$ cat src/logic/hmirq_pkg.sv
// constants for the health monitor event and interrupt-enable block
package hmirq_pkg;
    // register offsets on the host register path
    localparam logic [7:0] HMIRQ_OFS_EVT1 = 8'h03;
    localparam logic [7:0] HMIRQ_OFS_EVT2 = 8'h04;
    localparam logic [7:0] HMIRQ_OFS_EN1  = 8'h05;
    localparam logic [7:0] HMIRQ_OFS_EN2  = 8'h06;
    // reset values
    localparam logic [7:0] HMIRQ_RST_EVT1 = 8'h00;
    localparam logic [7:0] HMIRQ_RST_EVT2 = 8'h00;
    localparam logic [7:0] HMIRQ_RST_EN1  = 8'h00;
    localparam logic [7:0] HMIRQ_RST_EN2  = 8'h00;
    // implemented bits: bit 7 of the first pair is reserved, reads zero
    localparam logic [7:0] HMIRQ_MASK1    = 8'h7f;
    localparam logic [7:0] HMIRQ_MASK2    = 8'hff;
    // field positions in the second event and enable registers
    localparam int HMIRQ_B_SEC_SENS  = 7;
    localparam int HMIRQ_B_RDIODE    = 6;
    localparam int HMIRQ_B_FAN_HI    = 5;
    localparam int HMIRQ_B_FAN_LO    = 2;
    localparam int HMIRQ_B_PRI_SENS  = 1;
    localparam int HMIRQ_B_TWELVE    = 0;
    // field positions in the first event and enable registers
    localparam int HMIRQ_B_ZONE_HI   = 6;
    localparam int HMIRQ_B_ZONE_LO   = 4;
    localparam int HMIRQ_B_FIVE      = 3;
    localparam int HMIRQ_B_THREE3    = 2;
    localparam int HMIRQ_B_CORE      = 1;
    localparam int HMIRQ_B_TWO5      = 0;

    // whole register state
    typedef struct packed {
        logic [7:0] event_status_first;
        logic [7:0] event_status_second;
        logic [7:0] irq_enable_first;
        logic [7:0] irq_enable_second;
        logic [7:0] rdata;
        logic       irq;
    } hmirq_state_t;
endpackage

$ cat src/logic/hmirq_top.sv
// event latching, enables and interrupt request for the health monitor
`timescale 1ns/100ps

// Behaviour
// - second event register at 04h, 8 bits, reset zero, write one clears.
// - bit 7 latches secondary sensor communication events until cleared.
// - bit 6 latches remote diode physical connection events.
// - bits 5..2 latch fan tachometer 4..1 state changes.
// - bit 1 latches primary sensor communication events.
// - bit 0 latches 12 volt state changes.
// - first enable register at 05h, read/write, reset zero, bit 7 reserved.
// - first enable bits 6..0 gate zones 3..1, 5V, 3.3V, core, 2.5V events.
// - second enable register at 06h, read/write, reset zero, one per event.
// - second enable bit n gates second event bit n.
// - enable zero suppresses the request; the event still latches.
// - first event register at 03h, bits 6..0, write one clears.
module hmirq_top
    import hmirq_pkg::*;
(
    // clock and reset
    input  wire logic       clk_i,
    input  wire logic       arst_n_i,
    // register access port
    input  wire logic [7:0] reg_addr_i,
    input  wire logic [7:0] reg_wdata_i,
    input  wire logic       reg_wr_i,
    input  wire logic       reg_rd_i,
    output logic      [7:0] reg_rdata_o,
    // one-cycle event pulses from the monitoring engine
    input  wire logic [6:0] first_events_i,
    input  wire logic       secondary_sensor_comm_event_i,
    input  wire logic       remote_diode_fault_event_i,
    input  wire logic [3:0] fan_events_i,
    input  wire logic       primary_sensor_comm_event_i,
    input  wire logic       twelve_volt_event_i,
    // event register views and interrupt request
    output logic      [7:0] event_status_first_o,
    output logic      [7:0] event_status_second_o,
    output logic            irq_o
);

    hmirq_state_t st;
    hmirq_state_t next_st;
    logic [7:0]   set1;
    logic [7:0]   set2;

    // w1c update: hardware set beats a software clear in the same cycle
    function automatic logic [7:0] w1c_update(
        input logic [7:0] cur,
        input logic [7:0] set,
        input logic [7:0] clr,
        input logic [7:0] mask
    );
        w1c_update = ((cur & ~clr) | set) & mask;
    endfunction

    // collect raw event inputs into register bit order
    always_comb begin
        set1 = {1'b0, first_events_i};
        set2 = 8'h00;
        set2[HMIRQ_B_SEC_SENS] = secondary_sensor_comm_event_i;
        set2[HMIRQ_B_RDIODE]   = remote_diode_fault_event_i;
        set2[HMIRQ_B_FAN_HI:HMIRQ_B_FAN_LO] = fan_events_i;
        set2[HMIRQ_B_PRI_SENS] = primary_sensor_comm_event_i;
        set2[HMIRQ_B_TWELVE]   = twelve_volt_event_i;
    end

    // next-state: register writes, event latching, read data, request
    always_comb begin
        logic [7:0] clr1;
        logic [7:0] clr2;
        clr1 = 8'h00;
        clr2 = 8'h00;
        next_st = st;
        if (reg_wr_i) begin
            unique case (reg_addr_i)
                HMIRQ_OFS_EVT1: clr1 = reg_wdata_i;
                HMIRQ_OFS_EVT2: clr2 = reg_wdata_i;
                HMIRQ_OFS_EN1: begin
                    // reserved bit 7 is not stored
                    next_st.irq_enable_first =
                        reg_wdata_i & HMIRQ_MASK1;
                end
                HMIRQ_OFS_EN2: begin
                    next_st.irq_enable_second =
                        reg_wdata_i & HMIRQ_MASK2;
                end
                default: begin
                    // writes elsewhere are ignored
                end
            endcase
        end
        // latching ignores the enables entirely
        next_st.event_status_first = w1c_update(st.event_status_first,
            set1, clr1, HMIRQ_MASK1);
        next_st.event_status_second = w1c_update(st.event_status_second,
            set2, clr2, HMIRQ_MASK2);
        // read data is registered, so it shows one cycle after the strobe
        if (reg_rd_i) begin
            unique case (reg_addr_i)
                HMIRQ_OFS_EVT1: next_st.rdata = st.event_status_first;
                HMIRQ_OFS_EVT2: next_st.rdata = st.event_status_second;
                HMIRQ_OFS_EN1:  next_st.rdata = st.irq_enable_first;
                HMIRQ_OFS_EN2:  next_st.rdata = st.irq_enable_second;
                default:        next_st.rdata = 8'h00;
            endcase
        end
        // request from the new values so it tracks the registers exactly
        next_st.irq =
            |(next_st.event_status_first & next_st.irq_enable_first) |
            |(next_st.event_status_second &
              next_st.irq_enable_second);
    end

    // state register
    always_ff @(posedge clk_i or negedge arst_n_i) begin
        if (!arst_n_i) begin
            st.event_status_first  <= HMIRQ_RST_EVT1;
            st.event_status_second <= HMIRQ_RST_EVT2;
            st.irq_enable_first    <= HMIRQ_RST_EN1;
            st.irq_enable_second   <= HMIRQ_RST_EN2;
            st.rdata               <= 8'h00;
            st.irq                 <= 1'b0;
        end else begin
            st <= next_st;
        end
    end

    // outputs straight from the state flops
    assign reg_rdata_o           = st.rdata;
    assign event_status_first_o  = st.event_status_first;
    assign event_status_second_o = st.event_status_second;
    assign irq_o                 = st.irq;

endmodule

$ cat config.mk
export PLATFORM = sky130hd
export DESIGN_NAME = hmirq_top
export DESIGN_NICKNAME = d
export VERILOG_FILES = /design/src/logic/hmirq_pkg.sv /design/src/logic/hmirq_top.sv
export SDC_FILE = /design/constraint.sdc
export NUM_CORES = 1
export LEC_CHECK = 0
export BUFFER_PORTS_ARGS = -buffer_cell sky130_fd_sc_hd__buf_2
export CAP_MARGIN = 20
export CORE_MARGIN = 2
export CORE_UTILIZATION = 53
export DETAILED_ROUTE_END_ITERATION = 6
export GPL_ROUTABILITY_DRIVEN = 0
export PLACE_DENSITY_LB_ADDON = 0.15
export SETUP_SLACK_MARGIN = 0.3
export SYNTH_ARGS = -nofsm -noshare
export SYNTH_HDL_FRONTEND = slang
export SYNTH_SLANG_ARGS = --single-unit
$ cat constraint.sdc
create_clock -name clk_i -period 1.47 [get_ports clk_i]
set_clock_uncertainty 0.05 [all_clocks]
set_input_delay 0.2205 -clock clk_i [delete_from_list [all_inputs] [get_ports clk_i]]
set_output_delay 0.2205 -clock clk_i [all_outputs]
set_load 0.02 [all_outputs]
==> impl_summary.md, run 1 <==
Run status
The flow ran to the end, but the final reports show violations. The checks that failed: setup timing.

Global routing
The initial antenna violation count was 0. The wire length of the first global-routing pass is 12400 um. The via count of the first global-routing pass is 2382.

The leftover overflow at the end of global routing is 0. In the global route stage, met2 resource usage came out at 54.6%. For met1 alone, demand over resource in global routing was 42.3%. met2 is the most crowded layer. The met3 track demand over resource in global routing is 6.54%.

The total track usage is 33.4%. The largest net degree at the start of global routing is 26.

Floorplanning
The initial utilization of the core area, before any placement, comes to 55.7%. The die is 69.3 um wide. After floorplanning, the core was sized to cover 4060 um^2.

The floorplan has 23 rows. The overall die area is 4800 um^2. The total I/O pin count is 60. The vertical die dimension is 69.3 um.

Final layout
The finished cells cover 3790 um^2. The filler cells instantiated in the layout total 129. The post-route netlist has 62.8% of its cells at a drive strength greater than 1. The final-stage net count is 370. The repair_antennas step left the layout with diodes totalling 0. The relative area change from synthesis to final layout is 67.8%.

The final cell utilization of the core is 93.5%.

Drt
The routed wire length per instance is 26.5 um. In the routed layout, each cell is associated on average with a via count of 6.86. Once detail routing completed, the nets flagged for antenna violations numbered 0. The starting DRC count in detailed routing is 327. The first-pass detailed-route iteration total is 4. The total DRC errors in the routed layout is 0. The detailed router placed 2647 vias in this run. The wire length reported by the detailed router is 10200 um.

Synthesis
For this run, the leading register cell type out of synthesis is sky130_fd_sc_hd__dfrtp_1. Counting flops with a built-in enable in the synthesized netlist gives 0. The summed instance area of the synthesized netlist is 2260 um^2. The number of different library cells used by synthesis comes to 42. The library cell with the largest summed area after synthesis is sky130_fd_sc_hd__dfrtp_1.

In this run, synthesis produced a sequential element count of 39. Counting instances in the post-synthesis netlist gives the leading cell types as sky130_fd_sc_hd__dfrtp_1, sky130_fd_sc_hd__buf_4, sky130_fd_sc_hd__nand2_1. For this run, the register share of the synthesized area comes to 43.2%.

The synthesized netlist cell count is 221. After synthesis, the largest area contributor takes up 43.2% of total cell area. The count of synthesis-stage warnings from yosys is 0. Counting every net in the synthesized netlist gives 256. The most instantiated library cell after synthesis is sky130_fd_sc_hd__dfrtp_1. After synthesis, the cell types taking the most area are sky130_fd_sc_hd__dfrtp_1, sky130_fd_sc_hd__buf_4, sky130_fd_sc_hd__a221oi_1. The synthesized area per cell is 10.2 um^2. The share of synthesized registers carrying an async set or reset is 100%.

Timing
Adding up every negative setup slack in the final design gives -2.91 ns. The tightest hold path in the finished design has a slack of 0.0761 ns. The worst pin sits at a relative slew slack of 58.8%.

Setup violations remaining at the end of the flow were counted as 17. The actual slew at the worst max-slew pin is 0.618 ns. The final worst setup slack is -0.486 ns. The max-slew violation count came to 0. The clock period minus final worst setup slack is 1.96 ns. Setup repair after global routing could not meet its margin everywhere. The number of hold-slack violations in the final timing report is 0.

After layout, the worst path uses 133% of the clock period. The upper clock frequency limit is 511 MHz.

Setup path
The sort of element at the end of the critical path is a flop. At the worst endpoint, the arrival time is 2.06 ns. The family with the most delay on the worst path is simple AND/OR/NAND/NOR gates.

The startpoint kind of the worst setup timing path is a primary input. Counting both buffers and inverters, the worst setup path holds a total of 3. The type of the worst setup path is primary input to flop. The critical-path cell with the highest stage delay is sky130_fd_sc_hd__or4_4. Data on the critical path is required at its endpoint by 1.58 ns. For this run, the slowest stage of the critical path takes 0.59 ns. In this run the worst path has a maximum fanout of 5. The signal on the critical path passes through buf_8, or4_4, buf_12, buf_4, o31ai_2, nand2b_1, a222oi_1, nand4_1.

Clock tree
Clock tree synthesis found a total of 39 sinks. The clock tree buffer depth is 2. The clock buffer count from CTS is 5.

In this run the clock root is driven by a sky130_fd_sc_hd__clkbuf_8. The clock latency on the worst-skew pair is 0.30 ns. After clock tree synthesis, the clock-pin slew on the worst setup and hold paths is 0.08 ns.

The clock tree from TritonCTS is done. The H-tree generated during clock tree synthesis spans 2 levels.

Placed design
The placed instances occupy a cell area of 2850 um^2. The count of input and output buffers is 58. Before CTS, the worst setup slack after placement is -0.753 ns. The wire-length estimate of the detail-placed layout is 4660 um.

Power and ir drop
The total power divided by cell area is 657 nW/um^2. IR analysis of the VDD net gives a maximum drop of 0.838 mV. In this run the static leakage power is 1.67 nW.

Worst hold path
The path class of the tightest hold or removal check is primary input to flop.

Job
The count of max-cap constraint violations is 0.
## through the flow
| step | std cells | power [mW] |
|---|---|---|
| 2_1_floorplan | 221 | 1.29 |
| 3_3_place_gp | 346 | 1.48 |
| 3_5_place_dp | 346 | 1.49 |
| 4_1_cts | 368 | 2.36 |
| 5_1_grt | 386 | 2.56 |
| 6_report | 386 | 2.49 |
## worst paths after layout
check / cells after the start / from / slack (ns) / end
min reg2reg: 2 / reg_rdata_o[0] / 0.48 / reg_rdata_o[0]
min: 3 / first_events_i[5] / 0.08 / event_status_first_o[5]
min in group asynchronous: 2 / arst_n_i / 0.35 / st[15]
max: 8 / reg_addr_i[4] / -0.49 / irq_o
max in group asynchronous: 3 / arst_n_i / 0.54 / event_status_second_o[4]
max reg2reg: 3 / st[15] / -0.02 / irq_o
## where the power goes
| part | total, mW | switching (mW) | internal (mW) |
|---|---|---|---|
| sequential | 1.13 | 0.0285 | 1.10 |
| clock | 0.839 | 0.411 | 0.427 |
| combinational | 0.522 | 0.279 | 0.242 |
## worst register-to-register path, cell delays in order, from the launching register on
cell	delay, ns
sky130_fd_sc_hd__dfrtp_1	0.42
sky130_fd_sc_hd__mux2_4	0.30
sky130_fd_sc_hd__a222oi_1	0.42
sky130_fd_sc_hd__nand4_1	0.16
## cells by family after synthesis
| logic type | after synthesis | share of synthesized area [%] |
|---|---|---|
| multiplexers | 6 | 2.99 |
| flip-flops | 39 | 43.2 |
| other | 1 | 0.166 |
| AO/OA/AOI/OAI | 60 | 23.0 |
| AND/OR/NAND/NOR | 72 | 18.9 |
| buffers and inverters | 43 | 11.8 |
## timing repair
item                                    CTS  global route
buffers inserted                         10            17
hold buffers                              1             0
endpoints found under the hold margin    14             0
pin swaps                                29            22
resized for setup                        55            61
endpoints found under the setup margin   39            46
cloned                                    3             1
## cell usage in the layout (no fill, tap or decap), types with 6 or more instances in the layout
| master | netlist | layout |
|---|---|---|
| sky130_fd_sc_hd__mux2_4 | 0 | 6 |
| sky130_fd_sc_hd__nor2_1 | 16 | 15 |
| sky130_fd_sc_hd__nand4_1 | 10 | 10 |
| sky130_fd_sc_hd__buf_4 | 24 | 47 |
| sky130_fd_sc_hd__o22ai_1 | 8 | 7 |
| sky130_fd_sc_hd__dfrtp_1 | 39 | 36 |
| sky130_fd_sc_hd__o31ai_4 | 1 | 12 |
| sky130_fd_sc_hd__buf_2 | 1 | 44 |
| sky130_fd_sc_hd__a221oi_2 | 0 | 7 |
| sky130_fd_sc_hd__clkbuf_8 | 0 | 7 |
| sky130_fd_sc_hd__inv_1 | 11 | 11 |
| sky130_fd_sc_hd__nand2_1 | 22 | 20 |
| sky130_fd_sc_hd__buf_6 | 2 | 33 |
## registers in the layout, indices dropped and copies added (netlist names)
| register | cells |
|---|---|
| irq_o | 1 |
| event_status_first_o | 7 |
| event_status_second_o | 8 |
| reg_rdata_o | 8 |
| st | 15 |
## final cells by class
type	instances	area [um^2]	share of cell area (%)
inverter	12	45.0	1.19
clock buffer	7	96.3	2.54
tap	50	62.6	1.65
timing repair buffer	136	1150	30.4
clock inverter	1	7.51	0.198
multi-input combinational	141	1450	38.2
sequential	39	980	25.8
## metal layers
metal  routed length, um  up-vias
li1                    -     1055
met1                3780     1271
met2                4800      247
met3                 989       74
met4                 663        0
met5                   0        -
Power figures use the tool's default switching activity.
==> run 2: changes to the inputs <==
- clock period: 1.47 -> 1.8 ns (I/O delays scaled with it)
==> impl_summary.md, run 2 (synthesis results as in run 1) <==
Setup path
STA puts the critical path data required time at 1.91 ns. The worst setup path is launched from a primary input. The data arrival time of the worst path is 2.08 ns. Along the worst path, the maximum fanout reaches 3. The critical path is of the primary input to flop type. The worst setup path is captured at a flop.

Power and ir drop
The fraction of power spent switching nets is 25.7%. The largest vdd supply drop is 0.373 mV. The total chip power is 1.98 mW.

The internal portion of the total power is 1.47 mW. The analysis attributes to net switching a power of 0.509 mW. Per report_power, the clock group accounts for 36.2% of the total. For this design the static power due to leakage is 1.47 nW.

The share of total power dissipated in sequential elements is 46.5%. The logic gate share of total power is 17.3%. The total power divided by cell area is 591 nW/um^2.

Final layout
The filler-free cell count of the finished design is 367. The register with the most flip-flops in the layout has 15 of them. The final cell utilization of the core is 82.5%. The final-stage net count is 352. In the layout the commonest cells are sky130_fd_sc_hd__buf_2, sky130_fd_sc_hd__buf_4, sky130_fd_sc_hd__dfrtp_1, sky130_fd_sc_hd__nand2_1, sky130_fd_sc_hd__buf_6. The relative area change from synthesis to final layout is 48.1%. Leaving out fill and tap cells, the most frequent cell in the layout is sky130_fd_sc_hd__buf_2. The repair_antennas step left the layout with diodes totalling 0. Once layout is done, the placed cells without fillers occupy 3350 um^2. The post-route netlist has 56.8% of its cells at a drive strength greater than 1. The register with the most flip-flops is st.

Timing
The actual slew at the worst max-slew pin is 0.512 ns. The post-route setup TNS is -0.171 ns. Of the available clock period, the critical path in the final layout requires 110%. The number of hold-slack violations in the final timing report was 0. After layout, the worst setup slack is -0.171 ns. The upper clock frequency limit is 507 MHz.

Setup repair after global routing could not meet its margin everywhere. The max-slew violation count was 0. On the final layout, the worst hold slack is 0.121 ns. The final setup violation count is 1. For the finished layout, the period the worst path requires is 1.97 ns. The worst pin sits at a relative slew slack of 65.9%.

Global routing
The met1 usage is 38.0%. The highest-utilization routing layer at the global route stage is met2. In the global route stage, overall resource usage came out at 28.8%. The first global-routing pass estimated 10900 um of wire.

The initial antenna violation count is 0. The routing usage on met2 is 46.6%. Entering global routing, the biggest net connects 40 pins. The leftover overflow at the end of global routing is 0.

Global routing used 6.83% of the available met3 tracks. The via count of the first global-routing pass came to 2163.

Drt
The starting DRC count in detailed routing is 117. The wire length reported by the detailed router is 6800 um. The vias after detailed routing is 2176. In the routed layout, each cell is associated on average with a via count of 5.93. After detailed routing, the average wire length per cell comes to 18.5 um. The count of nets left with antenna violations after detail routing is 0. The total DRC errors in the routed layout is 0. The first-pass detailed-route iteration total is 5.

Run status
The flow ran to the end, but the final reports show violations. The checks that failed: setup timing.

Worst hold path
The worst hold path class is primary input to flop.

Placed design
The count of input and output buffers is 58. The half-perimeter wire length after placement is 4510 um. The placed cell count is 343. OpenSTA, run right after detailed placement, puts the worst setup slack at -0.527 ns. The placed instances occupy a cell area of 2770 um^2.

Clock tree
The later pin in the worst-skew pair is clocked with a latency of 0.30 ns. Clock tree synthesis inserted a total of 5 buffers. TritonCTS built the clock tree. After clock tree synthesis, the clock-pin slew on the worst setup and hold paths is 0.08 ns. The H-tree was split into 2 levels. The cell sitting at the root of the clock tree is a sky130_fd_sc_hd__clkbuf_8.

Clock tree synthesis found a total of 39 sinks. No sink is reached through more buffers than the 2 on the longest clock path.

Floorplanning
Row generation in the floorplan step produced 23 rows. Measured along the x axis, the die boundary spans 69.3 um. The total I/O pin count is 60. The vertical die dimension is 69.3 um.

The area of the placeable core is 4060 um^2. The die covers 4800 um^2. For this configuration, the core starts out at a cell density of 55.7%.

Job
Across the run, the number of max-cap violations was 0.
==> run 2: worst max-delay path, cell delays in order <==
cell and delay [ns]:
sky130_fd_sc_hd__buf_6 0.10, sky130_fd_sc_hd__or4_4 0.56, sky130_fd_sc_hd__buf_6 0.16, sky130_fd_sc_hd__o31a_1 0.27, sky130_fd_sc_hd__a2bb2oi_2 0.16, sky130_fd_sc_hd__a2111oi_2 0.33
sky130_fd_sc_hd__buf_4 0.16, sky130_fd_sc_hd__nand4_1 0.08
==> run 2: worst paths after layout <==
check / startpoint / end / slack (ns) / cells after the start
worst max-delay path: reg_addr_i[6] / irq_o / -0.17 / 8
worst min-delay path: secondary_sensor_comm_event_i / event_status_second_o[7] / 0.12 / 3
worst max register to register: st[19] / irq_o / 0.28 / 4
worst min register to register: reg_rdata_o[2] / reg_rdata_o[2] / 0.47 / 2
max in group asynchronous: arst_n_i / irq_o / 0.83 / 3
min in group asynchronous: arst_n_i / event_status_second_o[3] / 0.50 / 3
==> run 2: final cells by class <==
cell class	count	area, um^2
multi-input cells	139	1270
inverters	12	45.0
flip-flops and latches	39	976
fillers	227	708
clock inverters	1	30.0
repair buffers	120	895
clock buffers	6	72.6
well taps	50	62.6
==> run 2: power groups by stage <==
stage / registers (mW) / clock network, mW / logic (mW)
after global routing: 0.921 / 0.762 / 0.365
after global placement: 0.931 / 0 / 0.271
after CTS: 0.918 / 0.713 / 0.325
after detailed placement: 0.932 / 0 / 0.275
final: 0.920 / 0.717 / 0.343
after floorplan: 0.938 / 0 / 0.106
==> run 2: metal layers <==
layer / share of wire, % / vias to the layer above
met2: 49 / 102
met4: 1.7 / 0
met5: 0 / -
met1: 42 / 1048
met3: 7.4 / 16
li1: - / 1010
==> run 2: timing repair <==
action,CTS,global route
endpoints found under the setup margin,14,17
setup buffers,10,5
hold buffers,1,0
pin swaps,24,10
endpoints found under the hold margin,39,0
cloned,1,0
resized for setup,53,9
==> run 3: changes to the inputs <==
- clock period: 1.8 -> 2.2 ns (I/O delays scaled with it)
==> impl_summary.md, run 3 (synthesis results as in run 1) <==
Run status
The run finished with clean final reports.

Clock tree
The clock latency on the worst-skew pair is 0.30 ns. For this design, the sink count on the clock tree is 39. The clock tree synthesis step divided the H-tree into 2 levels. The cell sitting at the root of the clock tree is a sky130_fd_sc_hd__clkbuf_8. The clock tree buffer depth is 2. TritonCTS built the clock tree. The clock buffer count from CTS is 5.

The clock-pin slew reported for the worst setup and hold paths after clock tree synthesis is 0.08 ns.

Drt
The detail route stage leaves a number of antenna-violating nets equal to 0. The routed length on met1 is 2540 um. The total DRC errors in the routed layout is 0. The detailed router used layers up to and including met4.

The detailed route wirelength on metal3 is 433 um. The first-pass detailed-route iteration total is 5. In the final routed layout, each cell accounts on average for 17.5 um. The vias per cell is 5.95. Wires add up to 5920 um. The met2 wire length is 2890 um. The vias after detailed routing is 2018. After the first detailed-routing iteration, the DRC count stood at 201.

Global routing
The wire length of the first global-routing pass is 9590 um. Entering global routing, the biggest net connects 21 pins. The leftover overflow at the end of global routing is 0.

The total track usage is 25.3%. The via count of the first global-routing pass is 1953. The initial antenna violation count is 0.

Worst hold path
The worst hold path class is primary input to flop.

Setup path
The startpoint kind of the worst setup timing path is a primary input. The setup path with the least slack is of type primary input to flop. The largest fanout of any net on the critical path is 6. Data arrives at the worst endpoint at 2.09 ns. STA puts the critical path data required time at 2.31 ns. The sort of element at the end of the critical path is a flop.

Floorplanning
The die covers 4800 um^2. The vertical die dimension is 69.3 um. The number of standard-cell rows in the floorplan is 23.

From left edge to right edge, the die measures 69.3 um. The total I/O pin count is 60. After floorplanning, the core was sized to cover 4060 um^2. Once the floorplan was initialized, standard cells occupied 55.7% of the core.

Final layout
Summing all multi-input logic gate instances after layout gives 1130 um^2. The flip-flop count of the largest register, all copies and words added is 15. Relative to the synthesized area, the layout overhead comes to 28.0%. In the final layout, flip-flops and latches occupy 976 um^2. The final cell utilization of the core is 71.3%. Leaving out fill and tap cells, the most frequent cells in the layout are sky130_fd_sc_hd__buf_2, sky130_fd_sc_hd__dfrtp_1, sky130_fd_sc_hd__buf_4, sky130_fd_sc_hd__nand2_1, sky130_fd_sc_hd__nor2_1. 0 antenna diodes ended up in the layout. The final-layout fill cell count is 311. The post-route netlist has 45.3% of its cells at a drive strength greater than 1.

The cell area after layout is 2890 um^2. The final-stage net count is 324. The register with the most flip-flops in the final layout is st. The most common library cell in the layout ignoring fill and taps is sky130_fd_sc_hd__buf_2.

Timing
The worst hold slack is 0.178 ns. Based on the critical path, the design can be clocked at up to 506 MHz. Setup repair after global routing could not meet its margin everywhere. The clock period minus final worst setup slack is 1.98 ns. The worst path uses 89.8% of the clock period. Adding up every negative setup slack in the final design gives 0 ns. The final setup violation count is 0. The number of hold-slack violations in the final timing report is 0.

The max-slew violation count is 0.

Power and ir drop
Net switching is 26.6% of the power. The logic gate share of total power is 15.7%. Registers are responsible for 50.6% of the overall power.

The power share of the clock group is 33.7%. The total power divided by cell area is 511 nW/um^2. The net switching power is 0.393 mW. The leakage power figure is 1.30 nW. The total chip power is 1.48 mW. IR analysis of the VDD net gives a maximum drop of 0.385 mV. The cell internal power dissipation is 1.09 mW.

Placed design
Input and output buffers added on the ports amount to 58. The cell area reported after detailed placement is 2630 um^2. After legalization and detailed placement, the total HPWL measured 4490 um.

Job
The count of max-cap constraint violations is 0.
## run 3: changes by cell type in the layout (fill, tap and decap cells not counted), sizes merged
cell / previous run / this run
bufinv: 1 / 0
clkinv: 1 / 2
buf: 119 / 91
## run 3: area by class of cell
cell class	instances	area share (%)
Multi-Input combinational cell	139	39.0
Clock buffer	6	2.85
Tap cell	50	2.16
Inverter	12	1.56
Timing Repair Buffer	92	20.5
Sequential cell	39	33.7
Clock inverter	1	0.173
## run 3: worst paths after layout
check | from | end | slack, ns | cells past startpoint
max | reg_addr_i[7] | irq_o | 0.22 | 7
min | first_events_i[5] | event_status_first_o[5] | 0.18 | 3
max reg2reg | st[15] | irq_o | 0.76 | 3
min reg2reg | reg_rdata_o[5] | reg_rdata_o[5] | 0.47 | 2
max in group asynchronous | arst_n_i | event_status_first_o[0] | 1.00 | 3
min in group asynchronous | arst_n_i | irq_o | 0.46 | 2
## run 3: worst max-delay path, cell delays in order
cell and delay, ns:
sky130_fd_sc_hd__buf_6 0.10, sky130_fd_sc_hd__or4_4 0.60, sky130_fd_sc_hd__buf_6 0.17, sky130_fd_sc_hd__o31ai_2 0.21, sky130_fd_sc_hd__nand2b_1 0.10, sky130_fd_sc_hd__a222oi_1 0.40
sky130_fd_sc_hd__nand4_1 0.17
## run 3: repair_timing
| action | CTS | global route |
|---|---|---|
| gates resized for setup | 20 | 2 |
| cloned | 1 | 0 |
| endpoints found under the setup margin | 1 | 1 |
| pin swaps | 9 | 4 |
| setup buffers | 2 | 0 |
| hold buffers | 1 | 0 |
| hold endpoints to repair | 19 | 0 |
## run 3: stage by stage
stage                     setup slack (ns)  std cells
after floorplan                      0.170        221
after global placement              -0.157        328
after detailed placement            -0.220        328
after CTS                            0.233        339
after global routing                 0.157        339
final                                0.225        339
## run 3: power groups by stage
| stage | Combinational (mW) | Clock, mW | Sequential [mW] |
|---|---|---|---|
| after floorplan | 0.0859 | 0 | 0.767 |
| after global placement | 0.201 | 0 | 0.762 |
| after detailed placement | 0.206 | 0 | 0.761 |
| after CTS | 0.229 | 0.500 | 0.748 |
| after global routing | 0.250 | 0.532 | 0.750 |
| final | 0.232 | 0.498 | 0.749 |
## run 3: layer usage
metal / vias up / global-route usage [%]
li1: 945 / -
met1: 981 / 34.0
met2: 86 / 40.8
met3: 6 / 5.96
met4: 0 / 7.41
met5: - / 0
